**config.mk**
```make
export PLATFORM = sky130hd
export DESIGN_NAME = rtsc_ctrl
export DESIGN_NICKNAME = d
export VERILOG_FILES = /design/src/rtl/rtsc_pkg.sv /design/src/rtl/rtsc_sync.sv /design/src/rtl/rtsc_ctrl.sv
export VERILOG_INCLUDE_DIRS = /design/src /design/src/rtl
export SDC_FILE = /design/constraint.sdc
export NUM_CORES = 1
export LEC_CHECK = 0
export ABC_AREA = 1
export BUFFER_PORTS_ARGS = -buffer_cell sky130_fd_sc_hd__buf_2
export CAP_MARGIN = 40
export CORE_MARGIN = 2
export CORE_UTILIZATION = 56
export DETAILED_ROUTE_END_ITERATION = 8
export GPL_TIMING_DRIVEN = 0
export PLACE_DENSITY = 0.81
export SYNTH_ARGS = -nofsm -noshare
export SYNTH_HDL_FRONTEND = slang
export SYNTH_HIERARCHICAL = 1
export SYNTH_SLANG_ARGS = --single-unit
```
**constraint.sdc**
```tcl
create_clock -name core_clk -period 2 [get_ports core_clk]
set_input_delay 0.3 -clock core_clk [delete_from_list [all_inputs] [get_ports core_clk]]
set_output_delay 0.3 -clock core_clk [all_outputs]
set_load 0.05 [all_outputs]
```
**src/rtl/rtsc_regs.svh**
```systemverilog
/*
 * Register offsets, field positions, reset values and timing counts for the
 * transfer switch controller.
 * Assumes a 20 MHz core clock and a byte-addressed Avalon-MM slave port.
 */
`ifndef RTSC_REGS_SVH
`define RTSC_REGS_SVH

// ----------------------------------------------------------------------------
// register byte offsets
// ----------------------------------------------------------------------------
`define RTSC_CTRL_OFS        4'h0
`define RTSC_CMD_OFS         4'h4
`define RTSC_STATUS_OFS      4'h8

// ----------------------------------------------------------------------------
// ctrl fields
// ----------------------------------------------------------------------------
`define RTSC_CTRL_AUTO_BIT   0
`define RTSC_CTRL_REVERT_BIT 1
`define RTSC_CTRL_FAULT_BIT  2
`define RTSC_CTRL_AUTO_RST   1'b1
`define RTSC_CTRL_REVERT_RST 1'b0
`define RTSC_CTRL_FAULT_RST  1'b0

// ----------------------------------------------------------------------------
// cmd fields (write only)
// ----------------------------------------------------------------------------
`define RTSC_CMD_PRIME_BIT   0
`define RTSC_CMD_SPARE_BIT   1

// ----------------------------------------------------------------------------
// status fields
// ----------------------------------------------------------------------------
`define RTSC_ST_PRIME_BIT    0
`define RTSC_ST_ROLE_BIT     1
`define RTSC_ST_PEER_BIT     2
`define RTSC_ST_BUSY_BIT     3
`define RTSC_ST_TMO_BIT      4
`define RTSC_ST_REFUSE_BIT   5
`define RTSC_ST_AUTO_BIT     6

// ----------------------------------------------------------------------------
// timing
// ----------------------------------------------------------------------------
`define RTSC_CLK_HZ          20000000
`define RTSC_SWITCH_MS       50
`define RTSC_SWITCH_CYC      ((`RTSC_SWITCH_MS * `RTSC_CLK_HZ) / 1000)
`define RTSC_REVERT_MS       1000
`define RTSC_REVERT_CYC      (`RTSC_REVERT_MS * (`RTSC_CLK_HZ / 1000))
`define RTSC_TMR_W           25

`endif

```
**src/rtl/rtsc_pkg.sv**
```systemverilog
/*
 * Types shared by the transfer switch controller.
 * Assumes nothing of its surroundings.
 */
`default_nettype none

package rtsc_pkg;

	// ------------------------------------------------------------------------
	// switch command sequencer states
	// ------------------------------------------------------------------------
	typedef enum logic [2:0] {
		RTSC_IDLE        = 3'b001,
		RTSC_DRIVE_PRIME = 3'b010,
		RTSC_DRIVE_SPARE = 3'b100
	} rtsc_state_e;

endpackage : rtsc_pkg

`default_nettype wire

```
**src/rtl/rtsc_sync.sv**
```systemverilog
/*
 * Two-flop synchronisers for the switch connector inputs.
 * Assumes inputs are asynchronous levels; reset value is given per bit.
 */
`default_nettype none

module rtsc_sync #(
	parameter int       WIDTH = 3,
	parameter bit [2:0] RST_VAL = 3'h0
) (
	input  wire logic             core_clk,
	input  wire logic             reset,
	input  wire logic [WIDTH-1:0] async_in,
	output var  logic [WIDTH-1:0] sync_out
);

	// ------------------------------------------------------------------------
	// one chain per bit
	// ------------------------------------------------------------------------
	genvar gi;
	generate
		for (gi = 0; gi < WIDTH; gi++) begin : g_bit
			logic meta_reg;
			// first stage feeds only the second stage
			always_ff @(posedge core_clk) begin
				if (reset) begin
					meta_reg       <= RST_VAL[gi];
					sync_out[gi]   <= RST_VAL[gi];
				end else begin
					meta_reg       <= async_in[gi];
					sync_out[gi]   <= meta_reg;
				end
			end
		end
	endgenerate

endmodule : rtsc_sync

`default_nettype wire

```
**src/rtl/rtsc_ctrl.sv**
```systemverilog
/*
 * Modulator-side controller for a one-for-one redundancy transfer switch:
 * drives the force lines and fault line of one control connector, reads back
 * switch position, peer fault and role, and takes orders over Avalon-MM.
 * Assumes connector inputs are asynchronous, a 20 MHz core_clk and a
 * synchronous active-high reset.
 */
`include "rtsc_regs.svh"
`default_nettype none

module rtsc_ctrl #(
	parameter int SWITCH_CYC = `RTSC_SWITCH_CYC,
	parameter int REVERT_CYC = `RTSC_REVERT_CYC
) (
	input  wire logic        core_clk,
	input  wire logic        reset,
	input  wire logic [3:0]  avs_address,
	input  wire logic        avs_read,
	input  wire logic        avs_write,
	input  wire logic [31:0] avs_writedata,
	input  wire logic [3:0]  avs_byteenable,
	output var  logic [31:0] avs_readdata,
	output var  logic        avs_waitrequest,
	input  wire logic        switch_state,
	input  wire logic        peer_fault,
	input  wire logic        spare_role_n,
	output var  logic        prime_force_req_n,
	output var  logic        spare_force_req_n,
	output var  logic        local_fault_out
);

	// ------------------------------------------------------------------------
	// declarations
	// ------------------------------------------------------------------------
	localparam logic [`RTSC_TMR_W-1:0] SW_LOAD  = `RTSC_TMR_W'(SWITCH_CYC);
	localparam logic [`RTSC_TMR_W-1:0] REV_LAST = `RTSC_TMR_W'(REVERT_CYC - 1);

	logic [2:0]               pins_sync;
	logic                     prime_online;
	logic                     peer_faulted;
	logic                     is_spare;
	rtsc_pkg::rtsc_state_e    state_reg;
	rtsc_pkg::rtsc_state_e    state_next;
	logic [`RTSC_TMR_W-1:0]   sw_tmr_reg;
	logic [`RTSC_TMR_W-1:0]   rev_tmr_reg;
	logic                     auto_en_reg;
	logic                     revert_en_reg;
	logic                     fault_reg;
	logic                     tmo_reg;
	logic                     refuse_reg;
	logic                     autosw_reg;
	logic                     acc_now;
	logic                     wr_now;
	logic                     wr_ctrl;
	logic                     wr_cmd;
	logic                     wr_status;
	logic                     cmd_prime;
	logic                     cmd_spare;
	logic                     cmd_refused;
	logic                     auto_go;
	logic                     revert_go;
	logic                     go_prime;
	logic                     go_spare;
	logic                     sw_done;
	logic                     sw_tmo;
	logic [31:0]              rd_mux;

	// ------------------------------------------------------------------------
	// connector inputs
	// ------------------------------------------------------------------------
	// role line idles high so an unplugged unit comes up as prime
	rtsc_sync #(
		.WIDTH   (3),
		.RST_VAL (3'h4)
	) u_sync (
		.core_clk (core_clk),
		.reset    (reset),
		.async_in ({spare_role_n, peer_fault, switch_state}),
		.sync_out (pins_sync)
	);

	assign prime_online = pins_sync[0];
	assign peer_faulted = pins_sync[1];
	assign is_spare     = ~pins_sync[2];

	// ------------------------------------------------------------------------
	// avalon slave handshake
	// ------------------------------------------------------------------------
	// one wait cycle, then the access completes on the edge waitrequest is low
	assign acc_now   = (avs_read | avs_write) & ~avs_waitrequest;
	assign wr_now    = avs_write & ~avs_waitrequest & avs_byteenable[0];
	assign wr_ctrl   = wr_now & (avs_address == `RTSC_CTRL_OFS);
	assign wr_cmd    = wr_now & (avs_address == `RTSC_CMD_OFS);
	assign wr_status = wr_now & (avs_address == `RTSC_STATUS_OFS);

	always_ff @(posedge core_clk) begin
		if (reset) begin
			avs_waitrequest <= 1'b1;
		end else if ((avs_read | avs_write) & avs_waitrequest) begin
			avs_waitrequest <= 1'b0;
		end else begin
			avs_waitrequest <= 1'b1;
		end
	end

	// read data captured in the wait cycle so it stands at the completing edge
	always_comb begin
		rd_mux = 32'h0;
		unique case (avs_address)
			`RTSC_CTRL_OFS: begin
				rd_mux[`RTSC_CTRL_AUTO_BIT]   = auto_en_reg;
				rd_mux[`RTSC_CTRL_REVERT_BIT] = revert_en_reg;
				rd_mux[`RTSC_CTRL_FAULT_BIT]  = fault_reg;
			end
			`RTSC_STATUS_OFS: begin
				rd_mux[`RTSC_ST_PRIME_BIT]  = prime_online;
				rd_mux[`RTSC_ST_ROLE_BIT]   = is_spare;
				rd_mux[`RTSC_ST_PEER_BIT]   = peer_faulted;
				rd_mux[`RTSC_ST_BUSY_BIT]   = (state_reg != rtsc_pkg::RTSC_IDLE);
				rd_mux[`RTSC_ST_TMO_BIT]    = tmo_reg;
				rd_mux[`RTSC_ST_REFUSE_BIT] = refuse_reg;
				rd_mux[`RTSC_ST_AUTO_BIT]   = autosw_reg;
			end
			default: begin
				rd_mux = 32'h0;
			end
		endcase
	end

	always_ff @(posedge core_clk) begin
		if (reset) begin
			avs_readdata <= 32'h0;
		end else if (avs_read & avs_waitrequest) begin
			avs_readdata <= rd_mux;
		end
	end

	// ------------------------------------------------------------------------
	// control register
	// ------------------------------------------------------------------------
	always_ff @(posedge core_clk) begin
		if (reset) begin
			auto_en_reg   <= `RTSC_CTRL_AUTO_RST;
			revert_en_reg <= `RTSC_CTRL_REVERT_RST;
			fault_reg     <= `RTSC_CTRL_FAULT_RST;
		end else if (wr_ctrl) begin
			auto_en_reg   <= avs_writedata[`RTSC_CTRL_AUTO_BIT];
			revert_en_reg <= avs_writedata[`RTSC_CTRL_REVERT_BIT];
			fault_reg     <= avs_writedata[`RTSC_CTRL_FAULT_BIT];
		end
	end

	// fault line to the switch, seen by the peer as its fault monitor
	always_ff @(posedge core_clk) begin
		if (reset) begin
			local_fault_out <= `RTSC_CTRL_FAULT_RST;
		end else begin
			local_fault_out <= fault_reg;
		end
	end

	// ------------------------------------------------------------------------
	// command sources
	// ------------------------------------------------------------------------
	// a faulted unit, a busy sequencer, or both bits at once refuse the order
	assign cmd_refused = wr_cmd & (avs_writedata[1:0] != 2'h0)
	                   & (fault_reg | (state_reg != rtsc_pkg::RTSC_IDLE)
	                      | (avs_writedata[1:0] == 2'h3));
	assign cmd_prime   = wr_cmd & ~cmd_refused & avs_writedata[`RTSC_CMD_PRIME_BIT];
	assign cmd_spare   = wr_cmd & ~cmd_refused & avs_writedata[`RTSC_CMD_SPARE_BIT];

	// backup watches the prime and takes over on its fault
	assign auto_go   = is_spare & auto_en_reg & peer_faulted & prime_online
	                 & ~fault_reg & ~wr_cmd;
	// revert only when enabled and the prime has been healthy long enough
	assign revert_go = is_spare & revert_en_reg & ~prime_online & ~peer_faulted
	                 & ~fault_reg & ~wr_cmd & (rev_tmr_reg == REV_LAST);

	assign go_prime = cmd_prime | revert_go;
	assign go_spare = cmd_spare | (auto_go & ~revert_go);

	// healthy-prime qualify timer for revertive mode
	always_ff @(posedge core_clk) begin
		if (reset) begin
			rev_tmr_reg <= '0;
		end else if (~revert_en_reg | prime_online | peer_faulted) begin
			rev_tmr_reg <= '0;
		end else if (rev_tmr_reg != REV_LAST) begin
			rev_tmr_reg <= rev_tmr_reg + `RTSC_TMR_W'(1);
		end
	end

	// ------------------------------------------------------------------------
	// force sequencer
	// ------------------------------------------------------------------------
	// a force line is held until the position reads back, the switch time runs out or the fault bit is set
	assign sw_done = ((state_reg == rtsc_pkg::RTSC_DRIVE_PRIME) & prime_online)
	               | ((state_reg == rtsc_pkg::RTSC_DRIVE_SPARE) & ~prime_online);
	assign sw_tmo  = (sw_tmr_reg == '0) & ~sw_done;

	always_comb begin
		state_next = state_reg;
		unique case (state_reg)
			rtsc_pkg::RTSC_IDLE: begin
				if (go_prime) begin
					state_next = rtsc_pkg::RTSC_DRIVE_PRIME;
				end else if (go_spare) begin
					state_next = rtsc_pkg::RTSC_DRIVE_SPARE;
				end
			end
			rtsc_pkg::RTSC_DRIVE_PRIME, rtsc_pkg::RTSC_DRIVE_SPARE: begin
				if (sw_done | sw_tmo | fault_reg) begin
					state_next = rtsc_pkg::RTSC_IDLE;
				end
			end
		endcase
	end

	always_ff @(posedge core_clk) begin
		if (reset) begin
			state_reg <= rtsc_pkg::RTSC_IDLE;
		end else begin
			state_reg <= state_next;
		end
	end

	always_ff @(posedge core_clk) begin
		if (reset) begin
			sw_tmr_reg <= '0;
		end else if (state_reg == rtsc_pkg::RTSC_IDLE) begin
			sw_tmr_reg <= SW_LOAD;
		end else if (sw_tmr_reg != '0) begin
			sw_tmr_reg <= sw_tmr_reg - `RTSC_TMR_W'(1);
		end
	end

	// only one force line low at a time, so the switch never sees both
	always_ff @(posedge core_clk) begin
		if (reset) begin
			prime_force_req_n <= 1'b1;
			spare_force_req_n <= 1'b1;
		end else begin
			prime_force_req_n <= ~(state_next == rtsc_pkg::RTSC_DRIVE_PRIME);
			spare_force_req_n <= ~(state_next == rtsc_pkg::RTSC_DRIVE_SPARE);
		end
	end

	// ------------------------------------------------------------------------
	// sticky status, set wins over write-one-to-clear
	// ------------------------------------------------------------------------
	always_ff @(posedge core_clk) begin
		if (reset) begin
			tmo_reg    <= 1'b0;
			refuse_reg <= 1'b0;
			autosw_reg <= 1'b0;
		end else begin
			tmo_reg    <= (tmo_reg & ~(wr_status & avs_writedata[`RTSC_ST_TMO_BIT]))
			            | ((state_reg != rtsc_pkg::RTSC_IDLE) & sw_tmo);
			refuse_reg <= (refuse_reg & ~(wr_status & avs_writedata[`RTSC_ST_REFUSE_BIT]))
			            | cmd_refused;
			autosw_reg <= (autosw_reg & ~(wr_status & avs_writedata[`RTSC_ST_AUTO_BIT]))
			            | ((state_reg == rtsc_pkg::RTSC_IDLE) & go_spare & ~cmd_spare);
		end
	end

endmodule : rtsc_ctrl

`default_nettype wire

```
# Word-level counts from Yosys, hierarchy flattened
# Index checks and enable logic that the tools add are counted.
op_classes:
  n_reduce_logical: 8
  add_sub_neg: 2
  muxes: 9
  bitwise_logic: 65
  eq_ne: 11
op_table:
  columns: ["op", "count"]
  rows:
  - ["two-way mux 20 bit", 2]
  - ["AND 1 bit", 36]
  - ["adder 25 x 1 -> 25 bit, second input constant", 1]
  - ["== test 25 bit, second input constant", 1]
  - ["zero test 25 bit", 1]
  - ["inequality test 25 bit, second input constant", 1]
  - ["nonzero test 25 bit", 1]
  - ["subtractor 25 x 1 -> 25 bit, second input constant", 1]
  - ["inverter 1 bit", 16]
  - ["OR 1 bit", 13]
  - ["one-hot mux 3 bit (2 select lines)", 2]
  - ["two-way mux 3 bit", 3]
  - ["== test 3 x 2 -> 1 bit, second input constant", 2]
  - ["== test 3 bit, second input constant", 2]
  - ["OR reduction 2 bit", 3]
  - ["== test 4 x 3 -> 1 bit, second input constant", 1]
  - ["== test 4 bit, second input constant", 1]
  - ["zero test 4 bit", 1]
  - ["two-way mux 4 bit", 1]
  - ["nonzero test 2 bit", 2]
  - ["== test 3 x 1 -> 1 bit, second input constant", 1]
  - ["inequality test 3 x 1 -> 1 bit, second input constant", 1]
  - ["== test 2 bit, second input constant", 1]
  - ["two-way mux 1 bit", 1]
totals:
  output_inout_bits: 36
  input_bits: 47
  elab_cells: 116
  regBits: 76

# Logic depth before layout (Yosys ltp)
# Gate-level depths: netlist of run 1.
logic_depth:
  word_depth: 15
  ltp_mapped: 11
  mapped_depth_nobuf: 11

# Hierarchy
# The synthesis of run 1 kept the hierarchy.
by_module_without_submodules:
  columns: ["mod", "cells_each", "instances", "seq_area_each_um2", "area_per_inst_um2"]
  rows:
  - ["rtsc_ctrl", 574, 1, 1401.3, 4053.9]
  - ["rtsc_sync", 19, 1, 120.1, 168.9]

# Least setup slack after synthesis of run 1
# Ideal clock, no wire load.
synth_path:
  path_kind: "reg2reg"
  start: "register sw_tmr_reg[0]"
  end: "register prime_force_req_n"
  path_buffers: 1
  arrival_ps: 1502
  required_ps: 1873
  setup_time_ps: 127
  stages_incl_launch_ff: 11
  synth_period_minus_slack_ps: 1629
  path_slack_ps: 371
  cell_sequence: "dfxtp_1 -> inv_1 -> ha_1 -> nand2_4 -> nor2_8 -> nand4_4 -> buf_6 -> nand4_2 -> inv_1 -> nor2_2 -> nand3_1"
synth_between:
  elab_chain_len: 8
synth_rtl:
  columns: ["item", "line", "rtl"]
  rows:
  - ["start: declaration", "rtsc_ctrl.sv:44", "logic [`RTSC_TMR_W-1:0] sw_tmr_reg;"]
  - ["start signal: assignment", "rtsc_ctrl.sv:233", "sw_tmr_reg <= sw_tmr_reg - `RTSC_TMR_W'(1);"]
  - ["zero test 25 bit", "rtsc_ctrl.sv:199", "assign sw_tmo = (sw_tmr_reg == '0) & ~sw_done;"]
  - ["AND 1 bit", "rtsc_ctrl.sv:199", null]
  - ["OR 1 bit (2 in a row)", "rtsc_ctrl.sv:212", "if (sw_done | sw_tmo | fault_reg) begin"]
  - ["two-way mux 3 bit", "rtsc_ctrl.sv:212", null]
  - ["one-hot mux 3 bit (2 select lines)", "rtsc_ctrl.sv:203", "unique case (state_reg)"]
  - ["== test 3 x 2 -> 1 bit", "rtsc_ctrl.sv:243", "prime_force_req_n <= ~(state_next == rtsc_pkg::RTSC_DRIVE_PRIME);"]
  - ["inverter 1 bit", "rtsc_ctrl.sv:243", null]
  - ["end signal: assignment", "rtsc_ctrl.sv:243", null]
  - ["end: declaration", "rtsc_ctrl.sv:27", "output var logic prime_force_req_n,"]
# No other way between the ends.
# A chain may end at the register's enable or synchronous reset.

# Worst setup path after layout of run 1
layout_path:
  start: "register sw_tmr_reg[0]"
  end: "register spare_force_req_n"
layout_between:
  elab_chain_len: 8
layout_rtl:
  columns: ["item", "line", "rtl"]
  rows:
  - ["zero test 25 bit", "rtsc_ctrl.sv:199", null]
  - ["AND 1 bit", "rtsc_ctrl.sv:199", null]
  - ["OR 1 bit (2 in a row)", "rtsc_ctrl.sv:212", null]
  - ["two-way mux 3 bit", "rtsc_ctrl.sv:212", null]
  - ["one-hot mux 3 bit (2 select lines)", "rtsc_ctrl.sv:203", null]
  - ["== test 3 bit", "rtsc_ctrl.sv:244", "spare_force_req_n <= ~(state_next == rtsc_pkg::RTSC_DRIVE_SPARE);"]
  - ["inverter 1 bit", "rtsc_ctrl.sv:244", null]
  - ["end signal: assignment", "rtsc_ctrl.sv:244", null]
  - ["end: declaration", "rtsc_ctrl.sv:28", "output var logic spare_force_req_n,"]
# No other way between the ends.

==> flow_summary_export.csv, run 1 <==
group,metric,value,unit
outcome,status,"finished clean",
global_routing,use_met2,44.47,%
global_routing,grt_max_degree,13,
critical_path,r2r_end,"spare_force_req_n$_SDFF_PP1_",
placement,place_congestion,1.003,
sta,drv_slew,0,
synthesis,muxShareOfSynthArea,0,%
critical_path,worstPathArrival,2.09,ns
floorplan,die-area,0.008251,mm^2
worst_hold_path,hold_end,"u_sync/g_bit[2].meta_reg$_SDFF_PP1_",
synthesis,synth_top_family_by_area,"simple AND/OR/NAND/NOR gates",
routing,detail-route-antenna-nets,0,
layout,syn_to_final_growth,14.40,%
critical_path,required,2.22,ns
critical_path,path_cells,"inv_1, ha_2, nand2_4, nor2_8, nand4_4, buf_6, nand4_2, inv_2, a21oi_2, nand3_1",
clock_network,cts_buffer_depth,2,
critical_path,r2r_start,"sw_tmr_reg[0]$_SDFFE_PP0P_",
floorplan,rows,31,
routing,drc,0,
flow_run,drv_cap,0,
synthesis,synthArstFlopShare,0,%
layout,multi_input_area,0.002308,mm^2
routing,post_drt_via_cell_ratio,5.159,
floorplan,die_w,90.84,um
clock_network,cts_setup_buffers,0,
floorplan,initial_core_util,57.91,%
global_routing,track_usage,24.39,%
routing,routedWlPerCell,12.44,um
worst_hold_path,whs_path_depth,3,
critical_path,slowest_stage,"dfxtp_1",
clock_network,cts_tree,"built",
clock_network,clkLatencyLatePin,0.35,ns
critical_path,reg2reg_depth,10,
global_routing,use_met1,27.96,%
routing,routed_wl,9444,um
synthesis,synth_edf_count,0,
sta,setup_viol,0,
floorplan,core,0.007292,mm^2
sta,maxSlewHeadroom,61.56,%
sta,skew,0.007558,ns
critical_path,max_stage_delay,0.34,ns
critical_path,end_kind,"flip-flop",
global_routing,overflow,0,
layout,nets,705,
synthesis,yosys_register_bits,76,
critical_path,critPathMaxFanout,10,
layout,stdcell_area,0.004831,mm^2
synthesis,synthSimpleGateAreaFrac,39.56,%
layout,drive_above_1_share,19.85,%
sta,fmax,0.5364,GHz
worst_hold_path,hp-class,"in2reg",
synthesis,yosysWarnings,6,
layout,num-fill-cells,651,
clock_network,cts.sinks,76,
synthesis,seq_area_frac_synth,36.03,%
layout,diodes,0,
sta,finalHoldViolCount,0,
worst_hold_path,min_from,"spare_role_n",
global_routing,grt_pass1_vias,3812,
pwr,leakagePower,2.017,nW
routing,dr.pass1.iters,5,
global_routing,top_usage_layer,"met2",
placement,io_buffers,28,
routing,vias,3916,
critical_path,crit_family,"simple AND/OR/NAND/NOR gates",
critical_path,critical_path_class,"reg2reg",
critical_path,start_kind,"flip-flop",
pwr,power_density,678.6,mW/mm^2
clock_network,h-tree-depth,3,
clock_network,cts.clk_slew.worst_paths,0.08,ns
routing,drt_iter0_markers,194,
sta,rsz0062_at_grt,"no",
sta,fin_setup_tns,0,ns
critical_path,r2r_slack,0.14,ns
floorplan,die_h,90.84,um
clock_network,clockRootBuffer,"clkbuf_8",
pwr,peakVddDrop,0.4685,mV
clock_network,numCtsBuffers,9,
synthesis,synthAdderAreaFrac,0.5926,%
placement,place_area,0.004577,mm^2
placement,hpwl,7288,um
sta,min_period_over_period,93.21,%
synthesis,yosysUniqueCellTypes,45,
synthesis,synth_area,0.004223,mm^2
sta,period_needed,1.864,ns
synthesis,synth-xor-area-share,3.319,%
pwr,power,0.003278,W
synthesis,ys.flop_type,"dfxtp_1",
synthesis,synthCells,593,
floorplan,io_pins,83,
synthesis,synth_compound_gate_area_share,8.622,%
global_routing,met3_usage,5.175,%
layout,regArea,0.001521,mm^2
critical_path,path_buf_inv,3,
global_routing,grt_pass1_wl,16620,um
synthesis,syn_area_per_cell,7.121,um^2
global_routing,antenna_found_initial,0,
sta,worst_pin_slew,0.5766,ns
-- tightest hold or removal path, stage by stage --
cell and delay [ns]:
buf_2 0.08, inv_1 0.03, nand2_1 0.05
-- cell usage after synthesis (3+ instances only) --
cell        n  share of area, %
inv_2      13               1.2
nand2_4     4               1.1
nor3_4      3               1.2
o21ai_1     5              0.59
nor2_1     82               7.3
or2_2       5              0.74
nand3_1    46               5.5
clkbuf_1    3              0.27
dfxtp_1    76                36
inv_1      56               5.0
xor2_1      7               1.5
nand2_2     5              0.74
nand4_1    19               2.8
a21oi_1    42               5.0
nor3_1     17               2.0
xnor2_1     9               1.9
nor2_4      7               1.9
a31oi_1     4              0.59
nand3b_1    7               1.2
buf_4      25               4.4
nand2_1   108               9.6
nor2_2      7               1.0
o21ai_0    11               1.3
nor3_2      5               1.2
-- kinds of logic after synthesis --
kind of cell	after synthesis
compound gates	68
xor+xnor	16
fa+ha+maj	2
buf+inv	103
other cells	1
simple gates	327
flops	76
-- layout by cell type (no fill, tap or decap), types with 9 or more instances in the layout --
master / instances
a21oi_1: 42
buf_2: 29
buf_4: 25
clkbuf_8: 10
conb_1: 25
dfxtp_1: 76
inv_1: 56
inv_2: 13
nand2_1: 108
nand3_1: 46
nand4_1: 19
nor2_1: 82
nor3_1: 17
o21ai_0: 11
xnor2_1: 9
-- through the flow --
stage	cells	utilization, %	worst slack (ns)	hold WS (ns)
after floorplan	617	-	0.3710	0.3712
after global placement	744	62.77	0.1223	0.3889
after detailed placement	744	62.77	0.1038	0.3955
after CTS	759	66.04	0.05911	0.1338
after global routing	759	66.25	0.002502	0.1489
final	759	66.25	0.1359	0.1459
-- power breakdown --
group          total, W  switching, W  internal, W
clock           0.00141      0.000556     0.000857
combinational  0.000319      0.000222    0.0000968
sequential      0.00155     0.0000170      0.00153
total           0.00328      0.000795      0.00248
-- final cells by class --
class / instances / share of cell area [%]
buffer: 32 / 4.766
clock buffer: 11 / 2.927
clock inverter: 4 / 2.020
inverter: 71 / 5.543
multi-input combinational: 438 / 47.79
sequential: 76 / 31.49
tap: 99 / 2.564
timing repair buffer: 28 / 2.901
-- layer usage --
metal  wire, um  vias up  part of all wire [%]
met2       4800      111                    51
met1       3933     1781                    42
met5          0        -                     0
met3        462       24                   4.9
li1           -     2000                     -
met4        248        0                   2.6
-- worst max path at each step --
| stage | startpoint | to | slack [ns] | cells past startpoint |
|---|---|---|---|---|
| after CTS | sw_tmr_reg[0]$_SDFFE_PP0P_ | prime_force_req_n$_SDFF_PP1_ | 0.06 | 10 |
| after detailed placement | sw_tmr_reg[0]$_SDFFE_PP0P_ | prime_force_req_n$_SDFF_PP1_ | 0.10 | 10 |
| after floorplan | sw_tmr_reg[0]$_SDFFE_PP0P_ | prime_force_req_n$_SDFF_PP1_ | 0.37 | 10 |
| after global routing | sw_tmr_reg[0]$_SDFFE_PP0P_ | spare_force_req_n$_SDFF_PP1_ | 0.003 | 10 |
| final | sw_tmr_reg[0]$_SDFFE_PP0P_ | spare_force_req_n$_SDFF_PP1_ | 0.14 | 10 |
| after global placement | rev_tmr_reg[0]$_SDFFE_PP0P_ | spare_force_req_n$_SDFF_PP1_ | 0.12 | 10 |
-- what timing repair did --
| item | 4_1_cts | 5_1_grt |
|---|---|---|
| setup endpoints to repair | 0 | 7 |
| resized for setup | 0 | 3 |
| hold buffers | 0 | 0 |
No activity file was read; power rests on OpenSTA's default activity.
==> run 2: changes to the inputs <==
--- a/config.mk
+++ b/config.mk
@@ -11,6 +11,7 @@
 export CAP_MARGIN = 40
 export CORE_MARGIN = 2
 export CORE_UTILIZATION = 56
+export CTS_BUF_LIST = sky130_fd_sc_hd__clkbuf_16
 export DETAILED_ROUTE_END_ITERATION = 8
 export GPL_TIMING_DRIVEN = 0
 export PLACE_DENSITY = 0.81
==> flow_summary_export.csv, run 2 (synthesized netlist as in run 1, its figures left out) <==
group,metric,value,unit
sta,setup_viol,0,
critical_path,critical_path_class,"reg2reg",
critical_path,start_kind,"flip-flop",
pwr,seqPwrFrac,42.2,%
sta,worst_hold_slack,0.1696,ns
floorplan,die_w,90.84,um
pwr,switching_share,22.84,%
sta,worst_pin_slew,0.5936,ns
clock_network,cts_buffer_depth,2,
layout,final_cell_mix,"nand2_1 (108), nor2_1 (82), dfxtp_1 (76)",
clock_network,cts_tree,"built",
global_routing,grt_pass1_vias,3829,
clock_network,cts_resized,0,
layout,syn_to_final_growth,16.56,%
pwr,peakVddDrop,0.4987,mV
sta,rsz0062_at_grt,"no",
layout,mostFrequentLayoutCell,"nand2_1",
pwr,power_switching,0.0008382,W
clock_network,clkLatencyLatePin,0.33,ns
critical_path,critPathMaxFanout,5,
routing,routedWlPerCell,12.53,um
placement,io_buffers,28,
pwr,clockPowerShare,49.1,%
routing,dr.pass1.iters,5,
floorplan,die-area,0.008251,mm^2
pwr,p_int,0.002831,W
global_routing,grt_max_degree,13,
floorplan,rows,31,
clock_network,cts.sinks,76,
outcome,status,"finished clean",
routing,post_drt_via_cell_ratio,5.231,
routing,drc,0,
floorplan,core,0.007292,mm^2
floorplan,initial_core_util,57.91,%
sta,drv_slew,0,
sta,min_period_over_period,91.06,%
clock_network,clockRootBuffer,"clkbuf_16",
global_routing,antenna_found_initial,0,
sta,skew,0.003711,ns
worst_hold_path,hp-class,"in2reg",
routing,detail-route-antenna-nets,0,
clock_network,cts_setup_buffers,0,
pwr,leakagePower,2.062,nW
clock_network,numCtsBuffers,9,
global_routing,grt_pass1_wl,16870,um
routing,vias,3970,
global_routing,overflow,0,
pwr,p_comb_share,8.7,%
pwr,power_density,745.4,mW/mm^2
clock_network,hold_buffers,0,
sta,fmax,0.5491,GHz
placement,hpwl,7288,um
placement,place_congestion,1.003,
floorplan,die_h,90.84,um
layout,drive_above_1_share,19.70,%
sta,period_needed,1.821,ns
critical_path,worstPathArrival,2.01,ns
sta,fin_setup_tns,0,ns
layout,num-fill-cells,635,
clock_network,cts.clk_slew.worst_paths,0.06,ns
flow_run,drv_cap,0,
critical_path,end_kind,"flip-flop",
routing,drt_iter0_markers,187,
layout,diodes,0,
routing,routed_wl,9509,um
critical_path,required,2.19,ns
sta,finalHoldViolCount,0,
clock_network,h-tree-depth,3,
sta,maxSlewHeadroom,60.42,%
global_routing,track_usage,24.78,%
layout,nets,705,
floorplan,io_pins,83,
run 2: worst max-delay path, stage by stage, from the launching register on:
cell and delay, ns:
dfxtp_1 0.49, ha_4 0.23, inv_2 0.07, nor2_8 0.15, nand2_4 0.10, nor2_1 0.15
nand3_1 0.08, nand2_1 0.07, nor2_1 0.04, nor2_1 0.19, nand3_1 0.13
run 2: worst paths after layout:
kind | startpoint | to | slack, ns | depth (start not counted)
setup reg to reg | rev_tmr_reg[0]$_SDFFE_PP0P_ | prime_force_req_n$_SDFF_PP1_ | 0.18 | 10
hold / removal | spare_role_n | u_sync/g_bit[2].meta_reg$_SDFF_PP1_ | 0.17 | 3
hold reg to reg | u_sync/g_bit[0].meta_reg$_SDFF_PP0_ | u_sync/sync_out[0]$_SDFF_PP0_ | 0.40 | 2
setup / recovery | rev_tmr_reg[0]$_SDFFE_PP0P_ | prime_force_req_n$_SDFF_PP1_ | 0.18 | 10
run 2: power groups by stage:
stage	combinational (W)	clock [W]	sequential, W
2_1_floorplan	0.000258	0	0.00158
3_3_place_gp	0.000310	0	0.00158
3_5_place_dp	0.000314	0	0.00158
4_1_cts	0.000316	0.00184	0.00155
5_1_grt	0.000346	0.00190	0.00155
6_report	0.000319	0.00180	0.00155
run 2: stage by stage:
step           util [%]  cells  total power (W)  cell area [um^2]  setup WS, ns
2_1_floorplan         -    617         0.001842              4313        0.3710
3_3_place_gp      62.77    744         0.001890              4577        0.1223
3_5_place_dp      62.77    744         0.001895              4577        0.1038
4_1_cts           67.30    759         0.003700              4907       0.08269
5_1_grt           67.50    759         0.003795              4922       0.01430
6_report          67.50    759         0.003669              4922        0.1789
run 2: cell type report:
cell class | count | area (um^2) | share of cell area (%)
multi-input cells | 438 | 2308 | 46.90
flip-flops and latches | 76 | 1521 | 30.91
repair buffers | 28 | 140.1 | 2.847
clock buffers | 9 | 225.2 | 4.575
plain buffers | 32 | 230.2 | 4.677
inverters | 71 | 267.8 | 5.440
clock inverters | 6 | 105.1 | 2.135
well taps | 99 | 123.9 | 2.517
run 2: routing by layer:
metal / part of all wire [%] / global-route usage [%] / vias to the layer above / wire length [um]
li1: - / - / 2008 / -
met2: 51 / 45.58 / 123 / 4893
met4: 2.3 / 8.712 / 0 / 222
met5: 0 / 0 / - / 0
met3: 5.2 / 4.925 / 25 / 499
met1: 41 / 28.38 / 1814 / 3893
==> run 3: changes to the inputs <==
--- a/config.mk
+++ b/config.mk
@@ -6,15 +6,15 @@
 export SDC_FILE = /design/constraint.sdc
 export NUM_CORES = 1
 export LEC_CHECK = 0
-export ABC_AREA = 1
+export ABC_AREA = 0
 export BUFFER_PORTS_ARGS = -buffer_cell sky130_fd_sc_hd__buf_2
-export CAP_MARGIN = 40
+export CAP_MARGIN = 20
 export CORE_MARGIN = 2
-export CORE_UTILIZATION = 56
+export CORE_UTILIZATION = 54
 export CTS_BUF_LIST = sky130_fd_sc_hd__clkbuf_16
 export DETAILED_ROUTE_END_ITERATION = 8
 export GPL_TIMING_DRIVEN = 0
-export PLACE_DENSITY = 0.81
+export PLACE_DENSITY = 0.8
 export SYNTH_ARGS = -nofsm -noshare
 export SYNTH_HDL_FRONTEND = slang
 export SYNTH_HIERARCHICAL = 1
==> constraint.sdc (replaced) <==
create_clock -name core_clk -period 1.8 [get_ports core_clk]
set_input_delay 0.27 -clock core_clk [delete_from_list [all_inputs] [get_ports core_clk]]
set_output_delay 0.27 -clock core_clk [all_outputs]
set_load 0.05 [all_outputs]
==> flow_summary_export.csv, run 3 <==
group,metric,value,unit
outcome,status,"complete, but fails checks",
outcome,violations,"negative setup slack",
synthesis,yosysUniqueCellTypes,55,
routing,detail-route-antenna-nets,0,
synthesis,synth_area,0.003731,mm^2
flow_run,drv_cap,0,
layout,multi_input_area,0.002541,mm^2
sta,drv_slew,0,
synthesis,synth_top_area_share,40.78,%
worst_hold_path,hold_end,"u_sync/g_bit[2].meta_reg$_SDFF_PP1_",
clock_network,clkLatencyLatePin,0.35,ns
routing,drc,0,
clock_network,hold_buffers,0,
global_routing,antenna_found_initial,0,
sta,min_period_over_period,138.6,%
routing,post_drt_via_cell_ratio,6.256,
sta,skew,0.01644,ns
floorplan,die_h,87.12,um
sta,finalHoldViolCount,0,
pwr,p_comb_share,10.7,%
pwr,seqPwrFrac,42.5,%
worst_hold_path,whs_path_depth,2,
pwr,clockPowerShare,46.9,%
placement,io_buffers,27,
sta,rsz0062_at_grt,"yes",
floorplan,rows,30,
floorplan,io_pins,83,
synthesis,synthCells,437,
layout,drive_above_1_share,37.59,%
critical_path,startpoint,"state_reg[2]$_SDFF_PP0_",
sta,fmax,0.4008,GHz
critical_path,end_kind,"flip-flop",
global_routing,grt_max_degree,16,
critical_path,critical_path_class,"reg2reg",
pwr,peakVddDrop,0.5808,mV
sta,worst_pin_slew,1.207,ns
routing,drt_iter0_markers,376,
sta,setup_viol,55,
sta,period_needed,2.495,ns
critical_path,start_kind,"flip-flop",
layout,num-fill-cells,380,
placement,hpwl,5658,um
worst_hold_path,hp-class,"in2reg",
synthesis,synthTopCellsByCount,"dfxtp_1 (76), nor2_1 (57), xnor2_1 (28)",
critical_path,r2r_start,"state_reg[2]$_SDFF_PP0_",
synthesis,yosysMostFrequentCell,"dfxtp_1",
critical_path,r2r_end,"spare_force_req_n$_SDFF_PP1_",
routing,routedWlPerCell,20.00,um
routing,vias,3879,
layout,regArea,0.001549,mm^2
layout,mostFrequentLayoutCell,"dfxtp_1",
clock_network,clockRootBuffer,"clkbuf_16",
global_routing,track_usage,25.23,%
placement,place_congestion,0.8209,
synthesis,syn_area_per_cell,8.538,um^2
pwr,power_switching,0.001087,W
clock_network,h-tree-depth,3,
sta,worst_hold_slack,0.1199,ns
floorplan,core,0.006756,mm^2
floorplan,initial_core_util,55.22,%
global_routing,overflow,0,
clock_network,cts_buffer_depth,2,
critical_path,r2r_slack,-0.69,ns
critical_path,critPathMaxFanout,7,
clock_network,cts.sinks,76,
clock_network,numCtsBuffers,9,
critical_path,reg2reg_depth,6,
routing,dr.pass1.iters,5,
critical_path,required,2.02,ns
pwr,p_int,0.002947,W
floorplan,die_w,87.12,um
sta,setup_ws,-0.6950,ns
clock_network,cts.clk_slew.worst_paths,0.07,ns
floorplan,die-area,0.007590,mm^2
sta,maxSlewHeadroom,19.51,%
critical_path,worstPathArrival,2.72,ns
synthesis,synthArstFlopShare,0,%
synthesis,synth.area.top_cells,"dfxtp_1 (41%), xnor2_1 (6.6%), nor2_1 (5.7%), buf_4 (5.0%), a21oi_1 (3.4%)",
global_routing,grt_pass1_vias,3257,
pwr,power,0.004034,W
layout,syn_to_final_growth,42.72,%
synthesis,ys.flop_type,"dfxtp_1",
synthesis,seq_area_frac_synth,40.78,%
synthesis,yosysWarnings,6,
synthesis,synth_edf_count,0,
pwr,leakagePower,2.166,nW
synthesis,yosys_register_bits,76,
worst_hold_path,min_from,"spare_role_n",
pwr,power_density,757.5,mW/mm^2
clock_network,cts_tree,"built",
layout,diodes,0,
global_routing,grt_pass1_wl,15090,um
layout,nets,584,
routing,routed_wl,12400,um
synthesis,synth_top_area_cell,"dfxtp_1",
pwr,switching_share,26.95,%
layout,final_cell_mix,"dfxtp_1 (60), nor2_1 (52), buf_4 (48)",
## run 3: timing repair
item | in CTS | in global routing
pin swaps | 15 | 52
endpoints found under the setup margin | 55 | 56
buffers inserted | 18 | 20
gates resized for setup | 43 | 80
cloned | 0 | 2
## run 3: layout make-up
class | instances | share of cell area (%)
Clock buffer | 9 | 4.229
Multi-Input combinational cell | 332 | 47.72
Tap cell | 80 | 1.880
Clock inverter | 7 | 1.527
Buffer | 39 | 5.052
Inverter | 10 | 0.7049
Sequential cell | 76 | 29.09
Timing Repair Buffer | 67 | 9.798
## run 3: metal layers
metal  track usage (%)  vias to the layer above  wire, um
li1                  -                     1683         -
met1             29.55                     1833      4430
met2             43.23                      281      6149
met3             5.308                       82      1047
met4             13.15                        0       773
met5                 0                        -         0
## run 3: metrics by stage
stage | setup TNS (ns) | util [%] | instances | instance area [um^2] | setup WS [ns]
2_1_floorplan | -10.62 | - | 461 | 3915 | -0.5768
3_3_place_gp | -19.04 | 61.43 | 568 | 4150 | -0.7008
3_5_place_dp | -21.63 | 61.43 | 568 | 4150 | -0.7374
4_1_cts | -11.93 | 70.61 | 600 | 4771 | -0.5992
5_1_grt | -21.01 | 78.81 | 620 | 5325 | -0.7307
6_report | -17.18 | 78.81 | 620 | 5325 | -0.6950
## run 3: kinds of logic after synthesis
logic type | count (synthesis) | share of synthesized area, %
and+or+nand+nor | 206 | 29.38
DFF | 76 | 40.78
AOI/OAI and AO/OA | 53 | 9.624
buffers and inverters | 53 | 8.484
xor gates and xnor gates | 41 | 9.625
muxes | 4 | 1.073
adders and majority gates | 3 | 0.9389
other | 1 | 0.1005
## run 3: power by group through the flow
stage	logic [W]	registers [W]	clock network (W)
finish	0.000430	0.00171	0.00189
global route	0.000449	0.00171	0.00194
CTS	0.000363	0.00171	0.00185
detailed placement	0.000338	0.00175	0
global placement	0.000334	0.00175	0
floorplan	0.000278	0.00176	0
## run 3: worst max-delay path by stage
stage,cells after the start,end
after CTS,8,spare_force_req_n$_SDFF_PP1_
after global placement,7,spare_force_req_n$_SDFF_PP1_
after floorplan,7,spare_force_req_n$_SDFF_PP1_
final,6,spare_force_req_n$_SDFF_PP1_
after global routing,7,spare_force_req_n$_SDFF_PP1_
after detailed placement,8,spare_force_req_n$_SDFF_PP1_
## run 3: worst max-delay path, stage by stage (launching register included)
cell,delay (ns)
dfxtp_1,0.41
or4b_4,0.57
nor3_2,0.15
a32oi_2,0.18
o21ai_0,0.49
a22oi_4,0.18
or3_1,0.38
